## src/motion_ctrl_map.svh

```systemverilog
// Constants for the motion output controller: offsets, codes and timing counts.
// Assumes a 10 MHz core clock; included by bare name.
`ifndef MOTION_CTRL_MAP_SVH
`define MOTION_CTRL_MAP_SVH

// ----------------------------------------
// Clock and timing
// ----------------------------------------
`define CLK_HZ             10000000
`define STABLE_WAIT_S      20
`define STABLE_WAIT_CYC    (`STABLE_WAIT_S * `CLK_HZ)
`define SAMPLE_PERIOD_MS   10
`define SAMPLE_PERIOD_CYC  ((`SAMPLE_PERIOD_MS * `CLK_HZ) / 1000)
`define UART_BAUD          9600
`define UART_BIT_CYC       (`CLK_HZ / `UART_BAUD)
`define UART_HALF_CYC      (`UART_BIT_CYC / 2)

// ----------------------------------------
// Hold times in seconds, one per hold step
// ----------------------------------------
`define HOLD_S_0           2
`define HOLD_S_1           5
`define HOLD_S_2           10
`define HOLD_S_3           30
`define HOLD_S_4           60
`define HOLD_S_5           120
`define HOLD_S_6           180
`define HOLD_S_7           300
`define HOLD_S_8           600
`define HOLD_S_9           900
`define HOLD_STEPS         10

// ----------------------------------------
// Analog code thresholds on 8-bit converter results (full scale 3.3 V)
// ----------------------------------------
`define CODE_1V8           8'h8B
`define CODE_2V5           8'hC2
`define CODE_1V0           8'h4D
`define HOLD_CODE_STEP     8'h0F

// ----------------------------------------
// Register offsets and reset values
// ----------------------------------------
`define REG_CTRL           4'h0
`define REG_LIGHT_THR      4'h1
`define REG_STATUS         4'h2
`define REG_SENS           4'h3
`define REG_HOLD_SEL       4'h4
`define REG_RX_DATA        4'h5
`define REG_TX_DATA        4'h6
`define LIGHT_THR_RST      8'h64
`define CTRL_RST           8'h00
`define CTRL_PIN_MOTION    0

`endif

```

## src/motion_ctrl_pkg.sv

```systemverilog
// Types shared by the motion output controller files.
// Assumes nothing beyond the map header.
package motion_ctrl_pkg;
  typedef enum logic [3:0] {
    ST_WAIT_STABLE = 4'h1,
    ST_RUN         = 4'h2,
    ST_SLEEP       = 4'h4,
    ST_RESAMPLE    = 4'h8
  } ctrl_state_t;
  typedef logic [7:0] code_t;
endpackage

```

## src/sync2.sv

```systemverilog
// Two-flop synchroniser for one input level.
// Assumes the input comes from outside the core_clk domain.
`timescale 1ns/100ps
module sync2 #(
  parameter logic RST_VAL = 1'b0
) (
  input  wire logic core_clk,
  input  wire logic sys_rst,
  input  wire logic async_in,
  output logic      sync_out
);
  logic meta_q;
  always_ff @(posedge core_clk) begin
    if (sys_rst) begin
      meta_q   <= RST_VAL;
      sync_out <= RST_VAL;
    end else begin
      meta_q   <= async_in;
      sync_out <= meta_q;
    end
  end
endmodule

```

## src/motion_output_controller.sv

```systemverilog
// Motion output controller: mode select, hold timer, light gate, sleep, reset sequencing and serial link.
// Assumes analog inputs arrive as 8-bit converter codes and motion events from a detector on core_clk.
`timescale 1ns/100ps
`include "motion_ctrl_map.svh"

// Summary of operation
// Low sensitivity voltage means highest sensitivity.
// Sample mode pin at power-on and wake.
// Motion output low when active, else high.
// Hold output active for selected time.
// Hardware mode: dark light level blocks activation.
// Active output finishes hold despite gate.
// Serial mode: light must exceed programmed threshold.
// Serial mode: threshold crossing lets hold finish.
// Sleep input low stops detection, output inactive.
// Host keeps sleep input high at power-on.
// Serial link 9600 baud, 8N1, no flow.
// Serial mode pin: motion output or reset.
// Supply droop holds reset, repeats power-on.
// Wait for sensor stable before detection.
// Hardware mode resamples analog inputs periodically.
// Serial mode keeps light, sleep, motion working.
// Hold input maps to ten durations.
// Serial mode: received character wakes device.
// New detection restarts the hold timer.
// Mode stays latched until next sample.
module motion_output_controller #(
  parameter int STABLE_CYC = `STABLE_WAIT_CYC,
  parameter int SAMPLE_CYC = `SAMPLE_PERIOD_CYC,
  parameter int SEC_CYC    = `CLK_HZ
) (
  input  wire logic                 core_clk,
  input  wire logic                 sys_rst,
  input  wire logic                 supply_droop_reset,
  input  wire logic                 sleep_request_n,
  input  wire motion_ctrl_pkg::code_t mode_sense_in,
  input  wire motion_ctrl_pkg::code_t sensitivity_in,
  input  wire motion_ctrl_pkg::code_t hold_time_in,
  input  wire motion_ctrl_pkg::code_t light_level_in,
  input  wire logic                 motion_event,
  input  wire logic                 rxd_in,
  output logic                      txd_out,
  output logic                      txd_oe,
  input  wire logic                 motion_flag_n_in,
  output logic                      motion_flag_n,
  output logic                      motion_flag_oe,
  output logic                      module_reset_req,
  output motion_ctrl_pkg::code_t    sensitivity_level,
  output logic                      serial_mode,
  output logic                      detect_enable,
  input  wire logic [3:0]           reg_addr,
  input  wire logic [7:0]           reg_wdata,
  input  wire logic                 reg_wr,
  input  wire logic                 reg_rd,
  output logic [7:0]                reg_rdata
);
  import motion_ctrl_pkg::*;

  // ----------------------------------------
  // Input synchronisers
  // ----------------------------------------
  logic sleep_n_s;
  logic droop_s;
  logic rxd_s;
  logic md_in_s;
  sync2 #(.RST_VAL(1'b1)) u_sync_sleep (.core_clk(core_clk), .sys_rst(sys_rst),
    .async_in(sleep_request_n), .sync_out(sleep_n_s));
  sync2 #(.RST_VAL(1'b0)) u_sync_droop (.core_clk(core_clk), .sys_rst(sys_rst),
    .async_in(supply_droop_reset), .sync_out(droop_s));
  sync2 #(.RST_VAL(1'b1)) u_sync_rxd (.core_clk(core_clk), .sys_rst(sys_rst),
    .async_in(rxd_in), .sync_out(rxd_s));
  sync2 #(.RST_VAL(1'b1)) u_sync_md (.core_clk(core_clk), .sys_rst(sys_rst),
    .async_in(motion_flag_n_in), .sync_out(md_in_s));

  // ----------------------------------------
  // Control state and mode latch
  // ----------------------------------------
  ctrl_state_t state_q;
  ctrl_state_t state_d;
  logic [31:0] stab_cnt_q;
  logic        serial_q;
  logic        rx_start;
  logic        rst_all;
  logic        stable_done;

  assign rst_all     = sys_rst | droop_s;
  assign stable_done = (stab_cnt_q >= 32'(STABLE_CYC - 1));
  assign rx_start    = serial_q & ~rxd_s;

  always_comb begin
    state_d = state_q;
    case (state_q)
      ST_WAIT_STABLE: if (stable_done) state_d = ST_RUN;
      ST_RUN:         if (!sleep_n_s) state_d = ST_SLEEP;
      ST_SLEEP:       if (sleep_n_s || rx_start) state_d = ST_RESAMPLE;
      ST_RESAMPLE:    state_d = ST_RUN;
      default:        state_d = ST_WAIT_STABLE;
    endcase
  end

  always_ff @(posedge core_clk) begin
    if (rst_all) begin
      state_q    <= ST_WAIT_STABLE;
      stab_cnt_q <= 32'h0000_0000;
    end else begin
      state_q    <= state_d;
      stab_cnt_q <= stable_done ? stab_cnt_q : stab_cnt_q + 32'h0000_0001;
    end
  end

  // Mode is caught after reset release and on wake, then held.
  logic mode_pending_q;
  always_ff @(posedge core_clk) begin
    if (rst_all) begin
      mode_pending_q <= 1'b1;
      serial_q       <= 1'b0;
    end else begin
      mode_pending_q <= 1'b0;
      if (mode_pending_q || state_q == ST_RESAMPLE) begin
        serial_q <= (mode_sense_in > `CODE_2V5);
      end
    end
  end
  assign serial_mode = serial_q;

  // ----------------------------------------
  // Periodic sampling of analog inputs
  // ----------------------------------------
  logic [31:0] samp_cnt_q;
  logic        samp_tick;
  code_t       sens_q;
  code_t       hold_q;
  code_t       light_q;
  assign samp_tick = (samp_cnt_q >= 32'(SAMPLE_CYC - 1));
  always_ff @(posedge core_clk) begin
    if (rst_all) begin
      samp_cnt_q <= 32'h0000_0000;
      sens_q     <= 8'hFF;
      hold_q     <= 8'h00;
      light_q    <= 8'hFF;
    end else begin
      samp_cnt_q <= samp_tick ? 32'h0000_0000 : samp_cnt_q + 32'h0000_0001;
      if (samp_tick) begin
        sens_q  <= sensitivity_in;
        hold_q  <= hold_time_in;
        light_q <= light_level_in;
      end
    end
  end

  // Inverse sensitivity, clipped at the top of the range.
  code_t sens_clip;
  assign sens_clip = (sens_q > `CODE_1V8) ? `CODE_1V8 : sens_q;
  always_ff @(posedge core_clk) begin
    if (rst_all) sensitivity_level <= 8'h00;
    else         sensitivity_level <= 8'(`CODE_1V8 - sens_clip);
  end

  // ----------------------------------------
  // Registers
  // ----------------------------------------
  code_t ctrl_q;
  code_t light_thr_q;
  code_t hold_sel_q;
  code_t rx_data_q;
  logic  tx_start;
  logic  tx_busy;
  logic  rx_valid;
  code_t rx_byte;
  logic  pin_motion;
  assign pin_motion = ctrl_q[`CTRL_PIN_MOTION];
  assign tx_start   = reg_wr & (reg_addr == `REG_TX_DATA) & serial_q & ~tx_busy;
  always_ff @(posedge core_clk) begin
    if (rst_all) begin
      ctrl_q      <= `CTRL_RST;
      light_thr_q <= `LIGHT_THR_RST;
      hold_sel_q  <= 8'h00;
      rx_data_q   <= 8'h00;
    end else begin
      if (reg_wr && reg_addr == `REG_CTRL)      ctrl_q      <= reg_wdata;
      if (reg_wr && reg_addr == `REG_LIGHT_THR) light_thr_q <= reg_wdata;
      if (reg_wr && reg_addr == `REG_HOLD_SEL)  hold_sel_q  <= reg_wdata;
      if (rx_valid)                             rx_data_q   <= rx_byte;
    end
  end

  logic [7:0] rd_mux;
  assign rd_mux = (reg_addr == `REG_CTRL)      ? ctrl_q :
                  (reg_addr == `REG_LIGHT_THR) ? light_thr_q :
                  (reg_addr == `REG_STATUS)    ? {3'h0, tx_busy, state_q} :
                  (reg_addr == `REG_SENS)      ? sensitivity_level :
                  (reg_addr == `REG_HOLD_SEL)  ? hold_sel_q :
                  (reg_addr == `REG_RX_DATA)   ? rx_data_q : 8'h00;
  always_ff @(posedge core_clk) begin
    if (rst_all)     reg_rdata <= 8'h00;
    else if (reg_rd) reg_rdata <= rd_mux;
    else             reg_rdata <= 8'h00;
  end

  // ----------------------------------------
  // Hold time selection and light gate
  // ----------------------------------------
  logic [3:0]  hold_idx;
  logic [3:0]  hw_idx;
  logic [31:0] hold_sec;
  logic        light_ok;
  assign hw_idx   = (hold_q / `HOLD_CODE_STEP > 8'h09) ? 4'h9 : 4'(hold_q / `HOLD_CODE_STEP);
  assign hold_idx = serial_q ? ((hold_sel_q > 8'h09) ? 4'h9 : hold_sel_q[3:0]) : hw_idx;
  always_comb begin
    case (hold_idx)
      4'h0:    hold_sec = `HOLD_S_0;
      4'h1:    hold_sec = `HOLD_S_1;
      4'h2:    hold_sec = `HOLD_S_2;
      4'h3:    hold_sec = `HOLD_S_3;
      4'h4:    hold_sec = `HOLD_S_4;
      4'h5:    hold_sec = `HOLD_S_5;
      4'h6:    hold_sec = `HOLD_S_6;
      4'h7:    hold_sec = `HOLD_S_7;
      4'h8:    hold_sec = `HOLD_S_8;
      default: hold_sec = `HOLD_S_9;
    endcase
  end
  assign light_ok = serial_q ? (light_q > light_thr_q)
                             : (light_q >= `CODE_1V0);

  // ----------------------------------------
  // Hold timer
  // ----------------------------------------
  logic        active_q;
  logic [31:0] sec_cnt_q;
  logic [31:0] hold_left_q;
  logic        run;
  logic        trigger;
  logic        sec_tick;
  assign run         = (state_q == ST_RUN);
  assign detect_enable = run;
  assign trigger     = run & motion_event & (light_ok | active_q);
  assign sec_tick    = (sec_cnt_q >= 32'(SEC_CYC - 1));
  always_ff @(posedge core_clk) begin
    if (rst_all || !run) begin
      active_q    <= 1'b0;
      sec_cnt_q   <= 32'h0000_0000;
      hold_left_q <= 32'h0000_0000;
    end else if (trigger) begin
      active_q    <= 1'b1;
      sec_cnt_q   <= 32'h0000_0000;
      hold_left_q <= hold_sec;
    end else if (active_q) begin
      sec_cnt_q <= sec_tick ? 32'h0000_0000 : sec_cnt_q + 32'h0000_0001;
      if (sec_tick) begin
        hold_left_q <= hold_left_q - 32'h0000_0001;
        if (hold_left_q == 32'h0000_0001) active_q <= 1'b0;
      end
    end
  end

  // ----------------------------------------
  // Motion pin: output, or reset input in serial mode
  // ----------------------------------------
  logic pin_is_reset;
  assign pin_is_reset = serial_q & ~pin_motion;
  always_ff @(posedge core_clk) begin
    if (rst_all) begin
      motion_flag_n    <= 1'b1;
      motion_flag_oe   <= 1'b1;
      module_reset_req <= 1'b0;
    end else begin
      motion_flag_n    <= ~active_q;
      motion_flag_oe   <= ~pin_is_reset;
      module_reset_req <= pin_is_reset & ~md_in_s;
    end
  end

  // ----------------------------------------
  // Serial link, 8N1
  // ----------------------------------------
  logic [15:0] rx_cnt_q;
  logic [3:0]  rx_bit_q;
  logic [7:0]  rx_sh_q;
  logic        rx_busy_q;
  assign rx_valid = rx_busy_q & (rx_bit_q == 4'h9) & (rx_cnt_q == 16'h0000) & rxd_s;
  assign rx_byte  = rx_sh_q;
  always_ff @(posedge core_clk) begin
    if (rst_all || !serial_q) begin
      rx_busy_q <= 1'b0;
      rx_cnt_q  <= 16'h0000;
      rx_bit_q  <= 4'h0;
      rx_sh_q   <= 8'h00;
    end else if (!rx_busy_q) begin
      if (!rxd_s) begin
        rx_busy_q <= 1'b1;
        rx_cnt_q  <= 16'(`UART_HALF_CYC);
        rx_bit_q  <= 4'h0;
      end
    end else if (rx_cnt_q != 16'h0000) begin
      rx_cnt_q <= rx_cnt_q - 16'h0001;
    end else begin
      rx_cnt_q <= 16'(`UART_BIT_CYC - 1);
      rx_bit_q <= rx_bit_q + 4'h1;
      if (rx_bit_q == 4'h0 && rxd_s) rx_busy_q <= 1'b0;
      if (rx_bit_q >= 4'h1 && rx_bit_q <= 4'h8) rx_sh_q <= {rxd_s, rx_sh_q[7:1]};
      if (rx_bit_q == 4'h9) rx_busy_q <= 1'b0;
    end
  end

  logic [15:0] tx_cnt_q;
  logic [3:0]  tx_bit_q;
  logic [9:0]  tx_sh_q;
  assign tx_busy = (tx_bit_q != 4'h0);
  always_ff @(posedge core_clk) begin
    if (rst_all) begin
      tx_cnt_q <= 16'h0000;
      tx_bit_q <= 4'h0;
      tx_sh_q  <= 10'h3FF;
    end else if (tx_start) begin
      tx_sh_q  <= {1'b1, reg_wdata, 1'b0};
      tx_bit_q <= 4'hA;
      tx_cnt_q <= 16'(`UART_BIT_CYC - 1);
    end else if (tx_busy) begin
      if (tx_cnt_q != 16'h0000) begin
        tx_cnt_q <= tx_cnt_q - 16'h0001;
      end else begin
        tx_cnt_q <= 16'(`UART_BIT_CYC - 1);
        tx_sh_q  <= {1'b1, tx_sh_q[9:1]};
        tx_bit_q <= tx_bit_q - 4'h1;
      end
    end
  end
  assign txd_out = tx_sh_q[0];
  assign txd_oe  = serial_q;
endmodule

```

## config.mk

```make
export PLATFORM = sky130hd
export DESIGN_NAME = motion_output_controller
export DESIGN_NICKNAME = d
export VERILOG_FILES = /design/src/motion_ctrl_pkg.sv /design/src/sync2.sv /design/src/motion_output_controller.sv
export VERILOG_INCLUDE_DIRS = /design/src
export SDC_FILE = /design/constraint.sdc
export NUM_CORES = 1
export LEC_CHECK = 0
export BUFFER_PORTS_ARGS = -buffer_cell sky130_fd_sc_hd__buf_2
export CORE_ASPECT_RATIO = 1.4
export CORE_UTILIZATION = 40
export DETAILED_ROUTE_END_ITERATION = 8
export SLEW_MARGIN = 5
export SYNTH_ARGS = -nofsm -noshare
export SYNTH_HDL_FRONTEND = slang
export SYNTH_SLANG_ARGS = --single-unit
```

## constraint.sdc

```tcl
create_clock -name core_clk -period 8.3 [get_ports core_clk]
set_clock_uncertainty 0.2 [all_clocks]
set_input_delay 0.83 -clock core_clk [delete_from_list [all_inputs] [get_ports core_clk]]
set_output_delay 0.83 -clock core_clk [all_outputs]
set_load 0.05 [all_outputs]
```

==> results.md <==
- Maximum number of pins on one net before global-route repair: 80
- Worst Tran Pin Value: around 1.0 ns
- Worst-Skew Late Latency: 0.56 ns
- R2R Setup Slk: approximately 4.9 ns
- CORE AREA: between 30,000 and 40,000 sq um
- Multi-input combinational cell area: 6570 sq um
- Final Cycle Share: 0.409
- Width of the die: 151 um
- Final Setup Violations: 0
- # fillers: just under 3k
- Root buf cell: clkbuf_16
- Pre-Repair DR Iteration Count: 5
- Post-CTS Setup Inserts: 0
- DRC viols: 0
- Total die area: 31,600 sq um
- Commonest non-fill, non-tap cell in the layout: dfxtp_1
- Crit path largest cell delay: 0.75 ns
- Final Hold Vio Count: 0
- Synthesized cell area: around 12,000 sq um
- Hold Path Class: reg -> reg
- Vias in the first global route: 9,523
- Cts repair resizes: 0
- Max-Slew Margin vs Limit: 0.319
- Post-synth EDFFs: 0
- Post-CTS Hold Buffers: 0
- Commonest cells after routing, fill and taps aside: 276 x dfxtp_1, 227 x nor2_1, 149 x nand2_1, 82 x a21oi_1, 75 x buf_2
- Ys Warns: 0
- Crit path from: stab_cnt_q[9]$_SDFFE_PP0N_
- Crit Path Class: reg -> reg
- Cells taking the most area after synthesis: dfxtp_1 45%, nor2_1 6.9%, mux2i_1 4.6%
- GRT Total Usage: 0.182
- Final Slew Violations: 0
- H-tree Lvls: 1
- Initial antenna violation count: 2
- Syn Inst Count: between 1k and 1.5k
- Die Ht: between 200 and 250 um
- Routed wire length: 28.7 mm
- Critical path capture point type: register
- Data arrival, critical path: 3.67 ns
- Leakage: 5.28 nW
- Clock Path Buffers: 3
- # IOs: 76
- First-pass GRT wire length: 47.1 mm
- RSZ-0062 raised after global routing: false
- CP Cell Sequence: or4_1 > nor2_1 > a21oi_1 > o21a_1 > o41a_1 > or4b_1 > or3_1 > a21oi_1
- Dpl ws: 4.49 ns
- Post-synthesis sequential area ratio: 0.447
- Post-route antenna net violation count: 0
- Vias: 10.1k
- Setup TNS: 0 ns
- Area grow syn2layout: 14.3%
- Post-layout worst setup margin: 4.91 ns
- Min cycle time layout: 3.39 ns
- Post-synth ARST share: 0
- Status: finished clean
- Initial Util: 0.409
- Clock Sinks: 276
- Fmax: 295 MHz
- Pwr/cell area: 218 nW/um^2
- FF+latch count, synth: 276
- Wire length per cell: 14.9 um
- Synth Flop Type: dfxtp_1
- # rows: between 70 and 80
- Worst-path clk slew: 0.06 ns
- Type of origin of the critical path: register
- GRT overflow: 0
- Sequential Area: 5530 sq um
- Worst reg2reg startpoint: stab_cnt_q[9]$_SDFFE_PP0N_
- Slowest stage cell, crit path: or4b_1
- Dominant cell type by area after synthesis: dfxtp_1
- Power Total: between 3 and 4 mW
- Final nets: 1,598
- Placer Congestion: about 0.83
- Required @ worst endpoint: 8.57 ns
- Most used cell, CP: a21oi_1
- Syn avg cell area: 8.53 sq um
- DRT iter0 DRCs: 379
- CTS tree: yes
- Vias/cell: 5.26
- CTS Buf Count: 29
- Layout cells sized above 1: 0.108
- Yosys top cell area share: 0.447
- Netlist cell types: 69
- Hold Crit Start: u_sync_md.sync_out$_SDFF_PP1_
- Max FO, Critical Path: 14
- Peak supply drop: 0.000143 V
- # port buffers: 75
- DP HPWL: 20.3 mm
- Maxcap violations: 0
-- area by class of cell --
type / count / share of cell area
Timing Repair Buffer: 84 / 0.0313
Tap cell: 385 / 0.0341
Clock inverter: 12 / 0.0103
Multi-Input combinational cell: 1093 / 0.464
Antenna cell: 1 / 0.000177
Sequential cell: 276 / 0.391
Inverter: 37 / 0.00982
Clock buffer: 40 / 0.0592
-- power breakdown --
part	switching [mW]	leakage (nW)	internal (mW)
clock network	0.536	0.488	0.796
registers	0.0387	2.24	1.37
logic	0.211	2.55	0.137
total	0.786	5.28	2.30
-- cell usage after synthesis (all sizes together) (16+ instances only) --
master  instances
nand4          27
nor4           24
clkbuf         50
mux2i          57
o21ai          46
xor2           52
dfxtp         276
nor3           53
nor2          228
a21oi          82
a31oi          16
inv            37
nand3          42
ha             24
nand2         149
or2            16
nor2b          18
or3            18
xnor2          55
-- layer usage --
metal	GRT usage	vias up	share of wire	wire [um]
li1	-	5201	-	-
met1	0.220	4732	0.44	12700
met2	0.327	168	0.49	14200
met3	0.0294	43	0.041	1180
met4	0.0545	2	0.023	645
met5	0	-	0.00028	8
-- worst paths after layout --
path,end,depth (start not counted)
worst min register to register,module_reset_req$_SDFF_PP0_,1
worst max-delay path,stab_cnt_q[24]$_SDFFE_PP0N_,8
worst min-delay path,module_reset_req$_SDFF_PP0_,1
worst max register to register,stab_cnt_q[24]$_SDFFE_PP0N_,8
-- worst max-delay path, delay by kind of cell, from the launching register on --
family           cells  cell delay (ns)
AO/OA/AOI/OAI        4             0.97
flip-flops           1             0.34
AND/OR/NAND/NOR      4             1.80
-- sequential cells by signal, summed over array words and instances, names as in the netlist, 4 cells and up --
signal,flops
hold_sel_q,8
light_thr_q,8
hold_q,8
tx_sh_q,9
hold_left_q,32
sensitivity_level,8
tx_bit_q,4
samp_cnt_q,32
rx_data_q,8
sens_q,8
light_q,8
rx_cnt_q,16
reg_rdata,8
rx_bit_q,4
sec_cnt_q,32
tx_cnt_q,16
state_q,4
ctrl_q,8
stab_cnt_q,32
rx_byte,8
-- logic make-up after synthesis --
group	Yosys count	synth area share
xor gates and xnor gates	107	0.0758
and+or+nand+nor	658	0.256
buffers and inverters	95	0.0294
other	1	0.000303
AOI/OAI and AO/OA	230	0.119
DFF	276	0.447
muxes	58	0.0470
adders and majority gates	25	0.0251
-- through the flow --
step | utilization | instance area, sq um | std cells | hold WS (ns)
final | 0.468 | 14100 | 1928 | 0.190
after global routing | 0.468 | 14100 | 1928 | 0.222
after CTS | 0.468 | 14100 | 1927 | 0.202
after detailed placement | 0.435 | 13200 | 1875 | 0.189
after global placement | 0.435 | 13200 | 1875 | 0.186
after floorplan | - | 12400 | 1464 | 0.167
No activity file was read; power rests on OpenSTA's default activity.
